<file path="config.mk">
export PLATFORM = sky130hd
export DESIGN_NAME = rce_encoder
export DESIGN_NICKNAME = d
export VERILOG_FILES = /design/src/rce_pair_buffer.v /design/src/rce_bit_shifter.v /design/src/rce_encoder.v
export VERILOG_INCLUDE_DIRS = /design/src
export SDC_FILE = /design/constraint.sdc
export NUM_CORES = 1
export LEC_CHECK = 0
export BUFFER_PORTS_ARGS = -buffer_cell sky130_fd_sc_hd__buf_2
export CAP_MARGIN = 10
export CORE_MARGIN = 3
export CORE_UTILIZATION = 35
export CTS_BUF_LIST = sky130_fd_sc_hd__clkbuf_4
export CTS_CLUSTER_SIZE = 12
export DETAILED_ROUTE_END_ITERATION = 6
export SLEW_MARGIN = 25
export SYNTH_ARGS = -nofsm -noshare
export SYNTH_HDL_FRONTEND = slang
export SYNTH_SLANG_ARGS = --single-unit
</file>
<file path="constraint.sdc">
create_clock -name clock_i -period 7.4 [get_ports clock_i]
set_input_delay 1.11 -clock clock_i [delete_from_list [all_inputs] [get_ports clock_i]]
set_output_delay 1.11 -clock clock_i [all_outputs]
set_load 0.1 [all_outputs]
</file>
<file path="src/rce_defines.vh">
// constants of the record channel id encoder
`ifndef RCE_DEFINES_VH
`define RCE_DEFINES_VH

// auto id byte field positions
`define RCE_AB_ACTIVE   7
`define RCE_AB_EVENT    6
`define RCE_AB_UNIT     5
`define RCE_AB_SWITCH   4
`define RCE_AB_STAGE_HI 3
`define RCE_AB_PATH_HI  1

// analog line layout
`define RCE_RUNIN_PAT   16'haaaa
`define RCE_RUNIN_BITS  6'h10
`define RCE_BODY_BITS   6'h24
`define RCE_TYPE_AUTO   3'h0
`define RCE_TYPE_RPT    3'h1
`define RCE_TYPE_DET01  3'h2
`define RCE_TYPE_DET23  3'h3
`define RCE_TYPE_USR03  3'h4
`define RCE_TYPE_USR47  3'h5

// digital line layout
`define RCE_INFO_OFFSET 8'h50
`define RCE_IDX_AUTO    6'h02
`define RCE_IDX_END     6'h2a
`define RCE_ACTIVE_LUMA 11'h2d0

`endif

</file>
<file path="src/rce_pair_buffer.v">
// two-entry valid/ready buffer for the digital id samples
`timescale 1ns/1ps
`default_nettype none
module rce_pair_buffer #(
  parameter WIDTH = 8
) (
  input  wire             clock_i,
  input  wire             rst_n_i,
  input  wire             in_valid_i,
  output wire             in_ready_o,
  input  wire [WIDTH-1:0] in_data_i,
  output wire             out_valid_o,
  input  wire             out_ready_i,
  output wire [WIDTH-1:0] out_data_o
);
  reg [WIDTH-1:0] head;
  reg [WIDTH-1:0] tail;
  reg [1:0]       fill;
  wire            push;
  wire            pop;

  assign in_ready_o  = (fill != 2'h2);
  assign out_valid_o = (fill != 2'h0);
  assign out_data_o  = head;
  assign push        = in_valid_i & in_ready_o;
  assign pop         = out_valid_o & out_ready_i;

  always @(posedge clock_i or negedge rst_n_i)
  begin
    if (!rst_n_i)
    begin
      head <= {WIDTH{1'b0}};
      tail <= {WIDTH{1'b0}};
      fill <= 2'h0;
    end
    else
    begin
      if (pop)
      begin
        head <= (fill == 2'h2) ? tail : in_data_i;
      end
      else if (push && fill == 2'h0)
      begin
        head <= in_data_i;
      end
      if (push && ((fill == 2'h1 && !pop) || (fill == 2'h2)))
      begin
        tail <= in_data_i;
      end
      fill <= fill + {1'b0, push} - {1'b0, pop};
    end
  end
endmodule // rce_pair_buffer
`default_nettype wire

</file>
<file path="src/rce_bit_shifter.v">
// serialises one analog id line, msb first, each bit held for a pixel count
`timescale 1ns/1ps
`default_nettype none
module rce_bit_shifter #(
  parameter WORD_W = 52
) (
  input  wire              clock_i,
  input  wire              rst_n_i,
  input  wire              start_i,
  input  wire [WORD_W-1:0] word_i,
  input  wire [5:0]        nbits_i,
  input  wire [7:0]        pixels_per_bit_i,
  output wire              bit_o,
  output wire              active_o
);
  reg [WORD_W-1:0] shift;
  reg [5:0]        left;
  reg [7:0]        pix;

  assign bit_o    = shift[WORD_W-1];
  assign active_o = (left != 6'h0);

  always @(posedge clock_i or negedge rst_n_i)
  begin
    if (!rst_n_i)
    begin
      shift <= {WORD_W{1'b0}};
      left  <= 6'h0;
      pix   <= 8'h0;
    end
    else if (start_i)
    begin
      shift <= word_i;
      left  <= nbits_i;
      pix   <= 8'h0;
    end
    else if (left != 6'h0)
    begin
      // zero pixels per bit is treated as one, so a line always ends
      if (pix + 8'h1 >= pixels_per_bit_i)
      begin
        pix   <= 8'h0;
        left  <= left - 6'h1;
        shift <= {shift[WORD_W-2:0], 1'b0};
      end
      else
      begin
        pix <= pix + 8'h1;
      end
    end
  end
endmodule // rce_bit_shifter
`default_nettype wire

</file>
<file path="src/rce_encoder.v">
// record channel id encoder: analog and digital id lines in vertical blanking
`timescale 1ns/1ps
`default_nettype none
`include "rce_defines.vh"
module rce_encoder (
  input  wire        clock_i,
  input  wire        rst_n_i,
  // video timing, same clock
  input  wire        field_start_i,
  input  wire        line_start_i,
  // auto id sources, region r in bit r / bits 2r+1:2r
  input  wire [3:0]  region_active_i,
  input  wire [3:0]  new_event_i,
  input  wire        sequence_unit_flag_i,
  input  wire [3:0]  analog_switch_flag_i,
  input  wire [7:0]  cascade_stage_i,
  input  wire [7:0]  input_path_number_i,
  // detector flags of the four local channels
  input  wire [3:0]  video_loss_flag_i,
  input  wire [3:0]  motion_flag_i,
  input  wire [3:0]  blind_flag_i,
  input  wire [3:0]  night_flag_i,
  input  wire [1:0]  link_position_i,
  input  wire [63:0] cascade_detect_i,
  input  wire        nonrealtime_detect_format_i,
  input  wire        analog_switch_select_i,
  // user bytes, byte 0 in bits 63:56
  input  wire [63:0] user_id_i,
  // configuration
  input  wire        analog_auto_id_enable_i,
  input  wire        auto_id_repeat_enable_i,
  input  wire        analog_detect_id_enable_i,
  input  wire        analog_user_id_enable_i,
  input  wire        run_in_enable_i,
  input  wire        digital_id_enable_i,
  input  wire [7:0]  id_vertical_start_i,
  input  wire [7:0]  id_horizontal_start_i,
  input  wire [7:0]  pixels_per_bit_i,
  input  wire [7:0]  one_bit_level_i,
  input  wire [7:0]  zero_bit_level_i,
  // analog id waveform
  output reg  [7:0]  analog_level_o,
  output reg         analog_active_o,
  // digital id luma samples
  output wire [7:0]  id_luma_o,
  output wire        id_luma_valid_o,
  input  wire        id_luma_ready_i
);
  // ******************************
  // line plan states
  // ******************************
  localparam [2:0] LN_IDLE = 3'b001;
  localparam [2:0] LN_DIG  = 3'b010;
  localparam [2:0] LN_ANA  = 3'b100;

  reg  [2:0]   line_state;
  reg  [2:0]   next_line_state;
  reg  [9:0]   line_num;
  reg  [10:0]  hpos;
  reg  [3:0]   event_hold;
  reg  [15:0]  nrt_a;
  reg  [15:0]  nrt_b;
  reg  [51:0]  ana_word;
  reg  [5:0]   ana_len;
  reg          ana_armed;
  reg  [5:0]   dig_idx;
  reg  [10:0]  dig_cnt;
  reg  [31:0]  auto_bytes;
  reg  [63:0]  det_bytes;
  reg  [5:0]   type_en;
  reg  [2:0]   ana_type;
  reg          ana_hit;
  reg  [31:0]  body_bytes;
  reg  [7:0]   dig_sample;
  reg  [3:0]   info_nib;
  integer      r;
  integer      rd;
  integer      rt;
  integer      k;
  wire [9:0]   cur_line;
  wire [9:0]   rel_line;
  wire [9:0]   ana_slot;
  wire [15:0]  local_det;
  wire [159:0] info_all;
  wire [34:0]  body;
  wire         parity;
  wire         sh_bit;
  wire         sh_active;
  wire         sh_start;
  wire         dig_push;
  wire         buf_ready;

  // ******************************
  // field sources
  // ******************************
  // auto bytes, region 0 (left top) leaves first
  always @*
  begin
    auto_bytes = 32'h0;
    for (r = 0; r < 4; r = r + 1)
    begin
      auto_bytes[31-8*r-(7-`RCE_AB_ACTIVE)] = region_active_i[r];
      auto_bytes[31-8*r-(7-`RCE_AB_EVENT)]  = event_hold[r];
      auto_bytes[31-8*r-(7-`RCE_AB_UNIT)]   = sequence_unit_flag_i;
      auto_bytes[31-8*r-(7-`RCE_AB_SWITCH)] = analog_switch_flag_i[r];
      auto_bytes[31-8*r-(7-`RCE_AB_STAGE_HI)-:2] = cascade_stage_i[2*r+:2];
      auto_bytes[31-8*r-(7-`RCE_AB_PATH_HI)-:2]  = input_path_number_i[2*r+:2];
    end
  end

  // one nibble per channel, channel 0 in the high nibble of byte 0
  genvar g;
  generate
    for (g = 0; g < 4; g = g + 1)
    begin : g_nib
      assign local_det[15-4*g-:4] = {video_loss_flag_i[g], motion_flag_i[g],
                                     blind_flag_i[g], night_flag_i[g]};
    end
  endgenerate

  // own stage overrides its slot in the chain image, position 0 leads
  always @*
  begin
    det_bytes = cascade_detect_i;
    for (rd = 0; rd < 4; rd = rd + 1)
    begin
      if (link_position_i == rd[1:0])
      begin
        det_bytes[63-16*rd-:16] = local_det;
      end
    end
    if (nonrealtime_detect_format_i)
    begin
      det_bytes = {nrt_a, nrt_b, 32'h0};
    end
  end

  // event is sticky for a field; a new event in the clearing cycle survives
  always @(posedge clock_i or negedge rst_n_i)
  begin
    if (!rst_n_i)
    begin
      event_hold <= 4'h0;
      nrt_a      <= 16'h0;
      nrt_b      <= 16'h0;
    end
    else
    begin
      event_hold <= (event_hold & {4{~field_start_i}}) | new_event_i;
      // the switch shows which input the detectors are looking at now
      if (analog_switch_select_i)
      begin
        nrt_b <= local_det;
      end
      else
      begin
        nrt_a <= local_det;
      end
    end
  end

  // ******************************
  // line counting and plan
  // ******************************
  assign cur_line = field_start_i ? 10'h0 : line_num + 10'h1;
  assign rel_line = cur_line - {2'h0, id_vertical_start_i};
  assign ana_slot = rel_line - {9'h0, digital_id_enable_i};

  // enabled analog lines in fixed order; at most six of them
  always @*
  begin
    type_en[0] = analog_auto_id_enable_i;
    type_en[1] = analog_auto_id_enable_i & auto_id_repeat_enable_i;
    type_en[2] = analog_detect_id_enable_i;
    // non-realtime detection fits one line, otherwise two are always sent
    type_en[3] = analog_detect_id_enable_i & ~nonrealtime_detect_format_i;
    type_en[4] = analog_user_id_enable_i;
    type_en[5] = analog_user_id_enable_i;
    ana_type = `RCE_TYPE_AUTO;
    ana_hit  = 1'b0;
    k = 0;
    for (rt = 0; rt < 6; rt = rt + 1)
    begin
      if (type_en[rt])
      begin
        if (ana_slot == k[9:0] && !ana_hit)
        begin
          ana_type = rt[2:0];
          ana_hit  = 1'b1;
        end
        k = k + 1;
      end
    end
    if (rel_line[9])
    begin
      ana_hit = 1'b0;
    end
  end

  always @*
  begin
    case (ana_type)
      `RCE_TYPE_DET01: body_bytes = det_bytes[63:32];
      `RCE_TYPE_DET23: body_bytes = det_bytes[31:0];
      `RCE_TYPE_USR03: body_bytes = user_id_i[63:32];
      `RCE_TYPE_USR47: body_bytes = user_id_i[31:0];
      default:         body_bytes = auto_bytes;
    endcase
  end

  assign body   = {body_bytes, ana_type};
  assign parity = ^body;

  always @*
  begin
    next_line_state = LN_IDLE;
    if (digital_id_enable_i && rel_line == 10'h0)
    begin
      next_line_state = LN_DIG;
    end
    else if (ana_hit)
    begin
      next_line_state = LN_ANA;
    end
  end

  // ******************************
  // line sequencer
  // ******************************
  always @(posedge clock_i or negedge rst_n_i)
  begin
    if (!rst_n_i)
    begin
      line_state <= LN_IDLE;
      line_num   <= 10'h0;
      hpos       <= 11'h0;
      ana_word   <= 52'h0;
      ana_len    <= 6'h0;
      ana_armed  <= 1'b0;
    end
    else if (line_start_i || field_start_i)
    begin
      line_num   <= cur_line;
      hpos       <= 11'h0;
      line_state <= next_line_state;
      ana_armed  <= (next_line_state == LN_ANA);
      if (run_in_enable_i)
      begin
        ana_word <= {`RCE_RUNIN_PAT, body, parity};
        ana_len  <= `RCE_RUNIN_BITS + `RCE_BODY_BITS;
      end
      else
      begin
        ana_word <= {body, parity, 16'h0};
        ana_len  <= `RCE_BODY_BITS;
      end
    end
    else
    begin
      if (hpos != 11'h7ff)
      begin
        hpos <= hpos + 11'h1;
      end
      if (sh_start)
      begin
        ana_armed <= 1'b0;
      end
      case (line_state)
        LN_IDLE: line_state <= LN_IDLE;
        LN_DIG:  line_state <= LN_DIG;
        LN_ANA:  line_state <= LN_ANA;
        default: line_state <= LN_IDLE;
      endcase
    end
  end

  // ******************************
  // analog waveform
  // ******************************
  // horizontal start counts in pairs of pixels
  assign sh_start = ana_armed && !line_start_i && !field_start_i &&
                    (hpos == {2'h0, id_horizontal_start_i, 1'b0});

  rce_bit_shifter #(
    .WORD_W (52)
  ) u_shifter (
    .clock_i          (clock_i),
    .rst_n_i          (rst_n_i),
    .start_i          (sh_start),
    .word_i           (ana_word),
    .nbits_i          (ana_len),
    .pixels_per_bit_i (pixels_per_bit_i),
    .bit_o            (sh_bit),
    .active_o         (sh_active)
  );

  always @(posedge clock_i or negedge rst_n_i)
  begin
    if (!rst_n_i)
    begin
      analog_level_o  <= 8'h0;
      analog_active_o <= 1'b0;
    end
    else
    begin
      analog_active_o <= sh_active;
      analog_level_o  <= !sh_active ? 8'h0 :
                         (sh_bit ? one_bit_level_i : zero_bit_level_i);
    end
  end

  // ******************************
  // digital id line
  // ******************************
  // auto, detection and user bytes laid end to end, high nibble first
  assign info_all = {auto_bytes, det_bytes, user_id_i};

  always @*
  begin
    info_nib = info_all[159-4*(dig_idx-`RCE_IDX_AUTO)-:4];
    // code entries carry their index; info entries carry their nibble plus the offset
    if (dig_idx < `RCE_IDX_AUTO || dig_idx >= `RCE_IDX_END)
    begin
      dig_sample = {2'h0, dig_idx};
    end
    else
    begin
      dig_sample = `RCE_INFO_OFFSET + {4'h0, info_nib};
    end
  end

  // the sequence wraps over the whole active line: 720 / 64 gives 11 whole copies and 16 samples;
  // a stalled receiver shortens the line, words already taken are kept
  assign dig_push = (line_state == LN_DIG) && (dig_cnt != `RCE_ACTIVE_LUMA) &&
                    !line_start_i && !field_start_i;

  always @(posedge clock_i or negedge rst_n_i)
  begin
    if (!rst_n_i)
    begin
      dig_idx <= 6'h0;
      dig_cnt <= 11'h0;
    end
    else if (line_start_i || field_start_i)
    begin
      dig_idx <= 6'h0;
      dig_cnt <= 11'h0;
    end
    else if (dig_push && buf_ready)
    begin
      dig_idx <= dig_idx + 6'h1;
      dig_cnt <= dig_cnt + 11'h1;
    end
  end

  rce_pair_buffer #(
    .WIDTH (8)
  ) u_buffer (
    .clock_i     (clock_i),
    .rst_n_i     (rst_n_i),
    .in_valid_i  (dig_push),
    .in_ready_o  (buf_ready),
    .in_data_i   (dig_sample),
    .out_valid_o (id_luma_valid_o),
    .out_ready_i (id_luma_ready_i),
    .out_data_o  (id_luma_o)
  );
endmodule // rce_encoder
`default_nettype wire

</file>
==> results of run 1 <==
-- kinds of logic (layout without fill, tap and decap cells) --
| kind of cell | after synthesis | after routing | share of synthesized area [%] |
|---|---|---|---|
| fa+ha+maj | 36 | 36 | 2.969 |
| other cells | 1 | 4 | 0.02431 |
| buf+inv | 174 | 443 | 4.704 |
| mux | 198 | 198 | 17.08 |
| compound gates | 441 | 441 | 18.11 |
| simple gates | 499 | 499 | 14.33 |
| xor+xnor | 104 | 104 | 6.594 |
| flops | 223 | 223 | 36.18 |
-- layer usage --
metal	GRT usage, %	part of all wire, %
met1	29.20	43
met3	5.562	7.1
met5	0	0.038
met2	35.15	46
met4	9.630	4.1
-- cell usage in the layout (no fill, tap or decap), types with 17 or more instances in the layout --
master      n
a222oi_1   28
xnor2_1    52
dfrtp_1   221
ha_1       35
nand2b_1   18
buf_4      21
a21oi_1   120
nand2_1   262
xor2_1     44
mux4_2     47
inv_1      57
nor2_1    112
a22o_1     17
clkbuf_4  104
mux2_2     46
mux2i_1   103
buf_2     243
o21ai_0   170
-- cells in the mapped netlist (17+ instances only) --
cell	n
nand2_1	262
dfrtp_1	222
o21ai_0	170
a21oi_1	120
nor2_1	113
mux2i_1	103
clkbuf_1	77
inv_1	57
xnor2_1	52
mux4_2	47
mux2_2	46
xor2_1	44
ha_1	35
a222oi_1	28
buf_2	19
nand2b_1	18
a22o_1	17
-- metrics by stage --
| step | instances | instance area [µm²] | hold WS (ns) |
|---|---|---|---|
| 2_1_floorplan | 1676 | 15430 | 0.4327 |
| 3_3_place_gp | 2411 | 17080 | 0.4603 |
| 3_5_place_dp | 2411 | 17080 | 0.4620 |
| 4_1_cts | 2529 | 17970 | 0.2613 |
| 5_1_grt | 2533 | 18010 | 0.2653 |
| 6_report | 2533 | 18010 | 0.3231 |
-- power by group through the flow --
stage	Sequential (mW)	Combinational, mW	Clock [mW]
finish	1.41	1.01	1.28
global route	1.42	1.10	1.40
CTS	1.40	1.00	1.33
detailed placement	1.42	1.00	0
global placement	1.42	0.985	0
floorplan	1.52	0.589	0
-- cell type report --
cell class | count | share of cell area (%)
Multi-Input combinational cell | 1279 | 50.79
Antenna cell | 3 | 0.04168
Timing Repair Buffer | 267 | 7.975
Tap cell | 585 | 4.064
Sequential cell | 223 | 31.00
Inverter | 58 | 1.209
Clock inverter | 14 | 0.5905
Clock buffer | 104 | 4.335
-- worst reg2reg max path, cell delays in order (launching register included) --
cell and delay [ns]:
dfrtp_1 0.46, ha_1 0.29, nand3_1 0.17, xor2_1 0.23
nor2_1 0.07, ha_1 0.39, a21o_1 0.28, a31oi_1 0.17
o21ai_1 0.19, a221o_1 0.43, xnor3_1 0.33, o311ai_4 0.11
inv_1 0.13, nand4_1 0.20, ha_1 0.31, and2_1 0.17
o21a_1 0.10, buf_4 0.22, a222oi_1 0.51, mux2i_1 0.16
mux2i_1 0.45, xnor2_1 0.19, xnor2_1 0.15, xnor3_1 0.42
xnor3_1 0.23, nand2_1 0.09, a21oi_2 0.14
-- flip-flops by register name, summed over array words and instances, names as in the netlist, 10 cells and up --
signal	count
ana_word	52
line_num	10
u_shifter.shift	52
nrt_a	16
hpos	11
dig_cnt	11
nrt_b	16
-- how the worst max path moves through the flow --
stage                             from  slack [ns]                        to  depth (start not counted)
6_report       line_num[0]$_DFFE_PN0N_        0.75  ana_word[16]$_DFFE_PN0N_                         26
2_1_floorplan            field_start_i        0.77  ana_word[16]$_DFFE_PN0N_                         26
3_5_place_dp             field_start_i        0.30  ana_word[16]$_DFFE_PN0N_                         24
3_3_place_gp             field_start_i        0.35   ana_word[0]$_DFFE_PN0N_                         24
5_1_grt        line_num[0]$_DFFE_PN0N_        0.28  ana_word[16]$_DFFE_PN0N_                         25
4_1_cts        line_num[0]$_DFFE_PN0N_        0.90  ana_word[16]$_DFFE_PN0N_                         22
==> results.json, run 1 <==
{
  "cp-start-kind": "flip-flop",
  "synthFlopType": "dfrtp_1",
  "htree_levels": 3,
  "grt_max_degree": 161,
  "finClkSkew_ns": 0.04691,
  "end_kind": "flip-flop",
  "cts.sinks": 223,
  "start_util_pct": 35.65,
  "vias_per_cell": 5.467,
  "maxCapViolCount": 0,
  "drtAntennaViolNets": 0,
  "cpPeakStageDelay_ns": 0.50,
  "reg2reg_to": "ana_word[16]$_DFFE_PN0N_",
  "crit_fanout": 30,
  "pwr-share-clk_pct": 34.6,
  "critical_path_class": "flip-flop to flip-flop",
  "ys_types": 85,
  "drc_errors": 0,
  "path_buf_inv": 2,
  "combPwrFrac_pct": 27.3,
  "setup_viol": 0,
  "grt_remaining_overflow": 0,
  "synth_top_area_share_pct": 36.01,
  "numCtsBuffers": 68,
  "max_freq_ghz": 0.1504,
  "cts_root_buffer": "clkbuf_4",
  "nFillCells": 4304,
  "drt-total-wl_um": 52060,
  "setup_ws_ns": 0.7498,
  "die-width_um": 215.9,
  "yosysSeqAreaShare_pct": 36.18,
  "async_flop_share_pct": 100.0,
  "cts_tree": "done",
  "ys_ff_latch": 223,
  "dp_slack_ns": 0.2958,
  "seqPwrFrac_pct": 38.1,
  "ys_warn_count": 0,
  "routedWlPerCell_um": 20.55,
  "fin_crit_ns": 6.650,
  "maxSlewHeadroom_pct": 37.39,
  "clkLatencyLatePin_ns": 0.73,
  "drive_above_1_share_pct": 26.22,
  "p_per_area_nw_per_um2": 204.8,
  "total_power_mw": 3.688,
  "synth_edf_count": 0,
  "hold_violations": 0,
  "p_sw_mw": 1.302,
  "internal-power_mw": 2.386,
  "rsz0062_at_grt": "no",
  "vdd_ir_drop_max_mv": 0.2074,
  "ctsResizeCount": 0,
  "syn-cell-area_um2": 15430,
  "report.final.slew_viol_count": 0,
  "synth_fp_nets": 1940,
  "seq_area_um2": 5583,
  "fin_crit_sh_pct": 89.87,
  "portBuffers": 244,
  "rrSetupSlack_ns": 0.75,
  "drtIter0Drc": 1253,
  "io_pins": 246,
  "coreArea_um2": 43270,
  "multi_input_comb_area_um2": 9148,
  "post-cts-setup-buffers": 0,
  "antenna_found_initial": 3,
  "swShare_pct": 35.31,
  "dieArea_um2": 46630,
  "vias": 13850,
  "finish.net_count": 2161,
  "die_h_um": 215.9,
  "grt_pass1_vias": 14000,
  "dp_hpwl_um": 39510,
  "syn2layout_area_growth_pct": 16.76,
  "syn_avg_cell_area_um2": 9.204,
  "synth_cells": 1676,
  "path_clk_slew_ns": 0.07,
  "r2r-start": "line_num[0]$_DFFE_PN0N_",
  "synthTopCellsByArea": "dfrtp_1, mux4_2, mux2i_1, nand2_1, o21ai_0",
  "cp.arrival_ns": 7.30,
  "ctsHoldBuffers": 0,
  "crit_slowest_cell": "a222oi_1",
  "worstMarginPinSlew_ns": 0.9391,
  "cp.required_ns": 8.05,
  "p_leak_nw": 7.833,
  "fin_setup_tns_ns": 0,
  "synth_top_area_cell": "dfrtp_1",
  "final_core_util_pct": 41.63,
  "gp_congestion": 0.9817,
  "reg2regPathDepth": 26,
  "track_usage_pct": 22.29,
  "hp-class": "primary input to async pin",
  "crit_family": "compound AO/OA/AOI/OAI gates",
  "outcome": "completed",
  "clock_path_buffers": 3,
  "rows": 76,
  "grt_pass1_wl_um": 81520,
  "drtPass1Iterations": 6
}
No activity file was read; power rests on OpenSTA's default activity.
==> run 2: changes to the inputs <==
Clock period 7.4 ns to 5.6 ns, I/O delays scaled along.
==> results.json, run 2 (synthesis gave the netlist of run 1 again) <==
{
  "cts_tree": "done",
  "maxCapViolCount": 0,
  "cts.sinks": 223,
  "htree_levels": 3,
  "grt_pass1_wl_um": 85150,
  "cp-start-kind": "flip-flop",
  "vias": 14510,
  "setup_ws_ns": -0.1716,
  "rrSetupSlack_ns": -0.17,
  "drtIter0Drc": 1443,
  "seqPwrFrac_pct": 37.2,
  "pwr-share-clk_pct": 33.2,
  "swShare_pct": 35.45,
  "crit_top_cell": "xnor3_1",
  "hold_depth": 2,
  "vdd_ir_drop_max_mv": 0.2905,
  "end_kind": "flip-flop",
  "dp_hpwl_um": 42000,
  "grt_pass1_vias": 14560,
  "finish.net_count": 2311,
  "max_freq_ghz": 0.1733,
  "numCtsBuffers": 68,
  "reg2regPathDepth": 26,
  "whs_ns": 0.2875,
  "critical_path_class": "flip-flop to flip-flop",
  "setup_viol": 2,
  "mostFrequentLayoutCells": "nand2_1, buf_2, dfrtp_1",
  "drive_above_1_share_pct": 33.01,
  "die_h_um": 215.9,
  "drc_errors": 1,
  "cp.arrival_ns": 6.40,
  "fin_crit_ns": 5.772,
  "path_clk_slew_ns": 0.06,
  "die-width_um": 215.9,
  "cp-startpoint": "line_num[0]$_DFFE_PN0N_",
  "drtPass1Iterations": 7,
  "crit_slowest_cell": "xnor3_1",
  "grt_remaining_overflow": 0,
  "start_util_pct": 35.65,
  "internal-power_mw": 3.204,
  "p_per_area_nw_per_um2": 255.9,
  "fin_cells": 2679,
  "report.final.slew_viol_count": 0,
  "final_core_util_pct": 44.83,
  "crit_fanout": 5,
  "coreArea_um2": 43270,
  "antenna_found_initial": 2,
  "p_sw_mw": 1.759,
  "rows": 76,
  "largestRegisters": "ana_word x52, u_shifter.shift x52",
  "grt_max_degree": 116,
  "hold_violations": 0,
  "outcome": "finished with violations",
  "syn2layout_area_growth_pct": 25.74,
  "drt-total-wl_um": 55160,
  "finClkSkew_ns": 0.05311,
  "worstMarginPinSlew_ns": 1.022,
  "p_leak_nw": 8.611,
  "cpPeakStageDelay_ns": 0.42,
  "dieArea_um2": 46630,
  "hp-class": "primary input to flip-flop",
  "vias_per_cell": 5.417,
  "cp.required_ns": 6.23,
  "track_usage_pct": 23.35,
  "drtAntennaViolNets": 0,
  "clkLatencyLatePin_ns": 0.76,
  "cts_root_buffer": "clkbuf_4",
  "portBuffers": 244,
  "dp_cells": 2542,
  "violations": "DRC, setup timing",
  "r2r-start": "line_num[0]$_DFFE_PN0N_",
  "fin_crit_sh_pct": 103.1,
  "final_common_cell": "nand2_1",
  "dpl_cell_area_um2": 18140,
  "routedWlPerCell_um": 20.59,
  "min-delay-start": "new_event_i[0]",
  "stdcell_area_um2": 19400,
  "clock_path_buffers": 3,
  "maxSlewHeadroom_pct": 31.86,
  "rsz0062_at_grt": "yes",
  "total_power_mw": 4.963,
  "combPwrFrac_pct": 29.5,
  "io_pins": 246,
  "gp_congestion": 0.9731
}
run 2: worst max-delay path: cells and delay by family (launching register included):
family                     cells  cell delay [ns]
DFF                            1             0.41
buffers and inverters          3             0.39
AOI/OAI and AO/OA              7             1.42
adders and majority gates      3             0.76
xor gates and xnor gates       6             1.97
and+or+nand+nor                7             0.72
run 2: final timing paths:
check | endpoint
min in group asynchronous | u_shifter.pix[4]$_DFFE_PN0P_
setup / recovery | ana_word[0]$_DFFE_PN0N_
hold reg to reg | ana_len[4]$_DFFE_PN0N_
hold / removal | event_hold[0]$_DFF_PN0_
max in group asynchronous | dig_idx[0]$_DFFE_PN0P_
setup reg to reg | ana_word[0]$_DFFE_PN0N_
run 2: layout make-up:
cell class | count | area, µm²
diodes | 1 | 2.502
clock buffers | 97 | 728.2
clock inverters | 19 | 126.4
fillers | 4183 | 23870
inverters | 58 | 217.7
multi-input cells | 1279 | 9358
flip-flops and latches | 223 | 5587
well taps | 585 | 732.0
repair buffers | 417 | 2646
run 2: per-stage QoR:
stage / setup TNS (ns) / setup slack [ns]
floorplan: -0.7628 / -0.3842
global placement: -1.433 / -0.6463
detailed placement: -1.490 / -0.6242
CTS: -0.2484 / -0.1282
global route: -0.8197 / -0.4250
finish: -0.3313 / -0.1716
run 2: power by group through the flow:
stage	Sequential [mW]	Clock (mW)	Combinational, mW
global placement	1.87	0	1.41
CTS	1.85	1.72	1.45
finish	1.85	1.65	1.47
detailed placement	1.87	0	1.43
floorplan	2.01	0	0.800
global route	1.86	1.81	1.60
run 2: layer usage:
layer	routed length (µm)	track usage (%)
met5	12	0
met4	2016	9.696
met1	23740	31.13
met2	25410	37.28
met3	3982	4.632
run 2: what timing repair did:
item,in CTS,in global routing
pin swaps,30,27
hold endpoints to repair,0,27
hold buffers,0,1
endpoints found under the setup margin,2,4
gates cloned,0,0
setup buffers,17,5
gates resized for setup,34,14
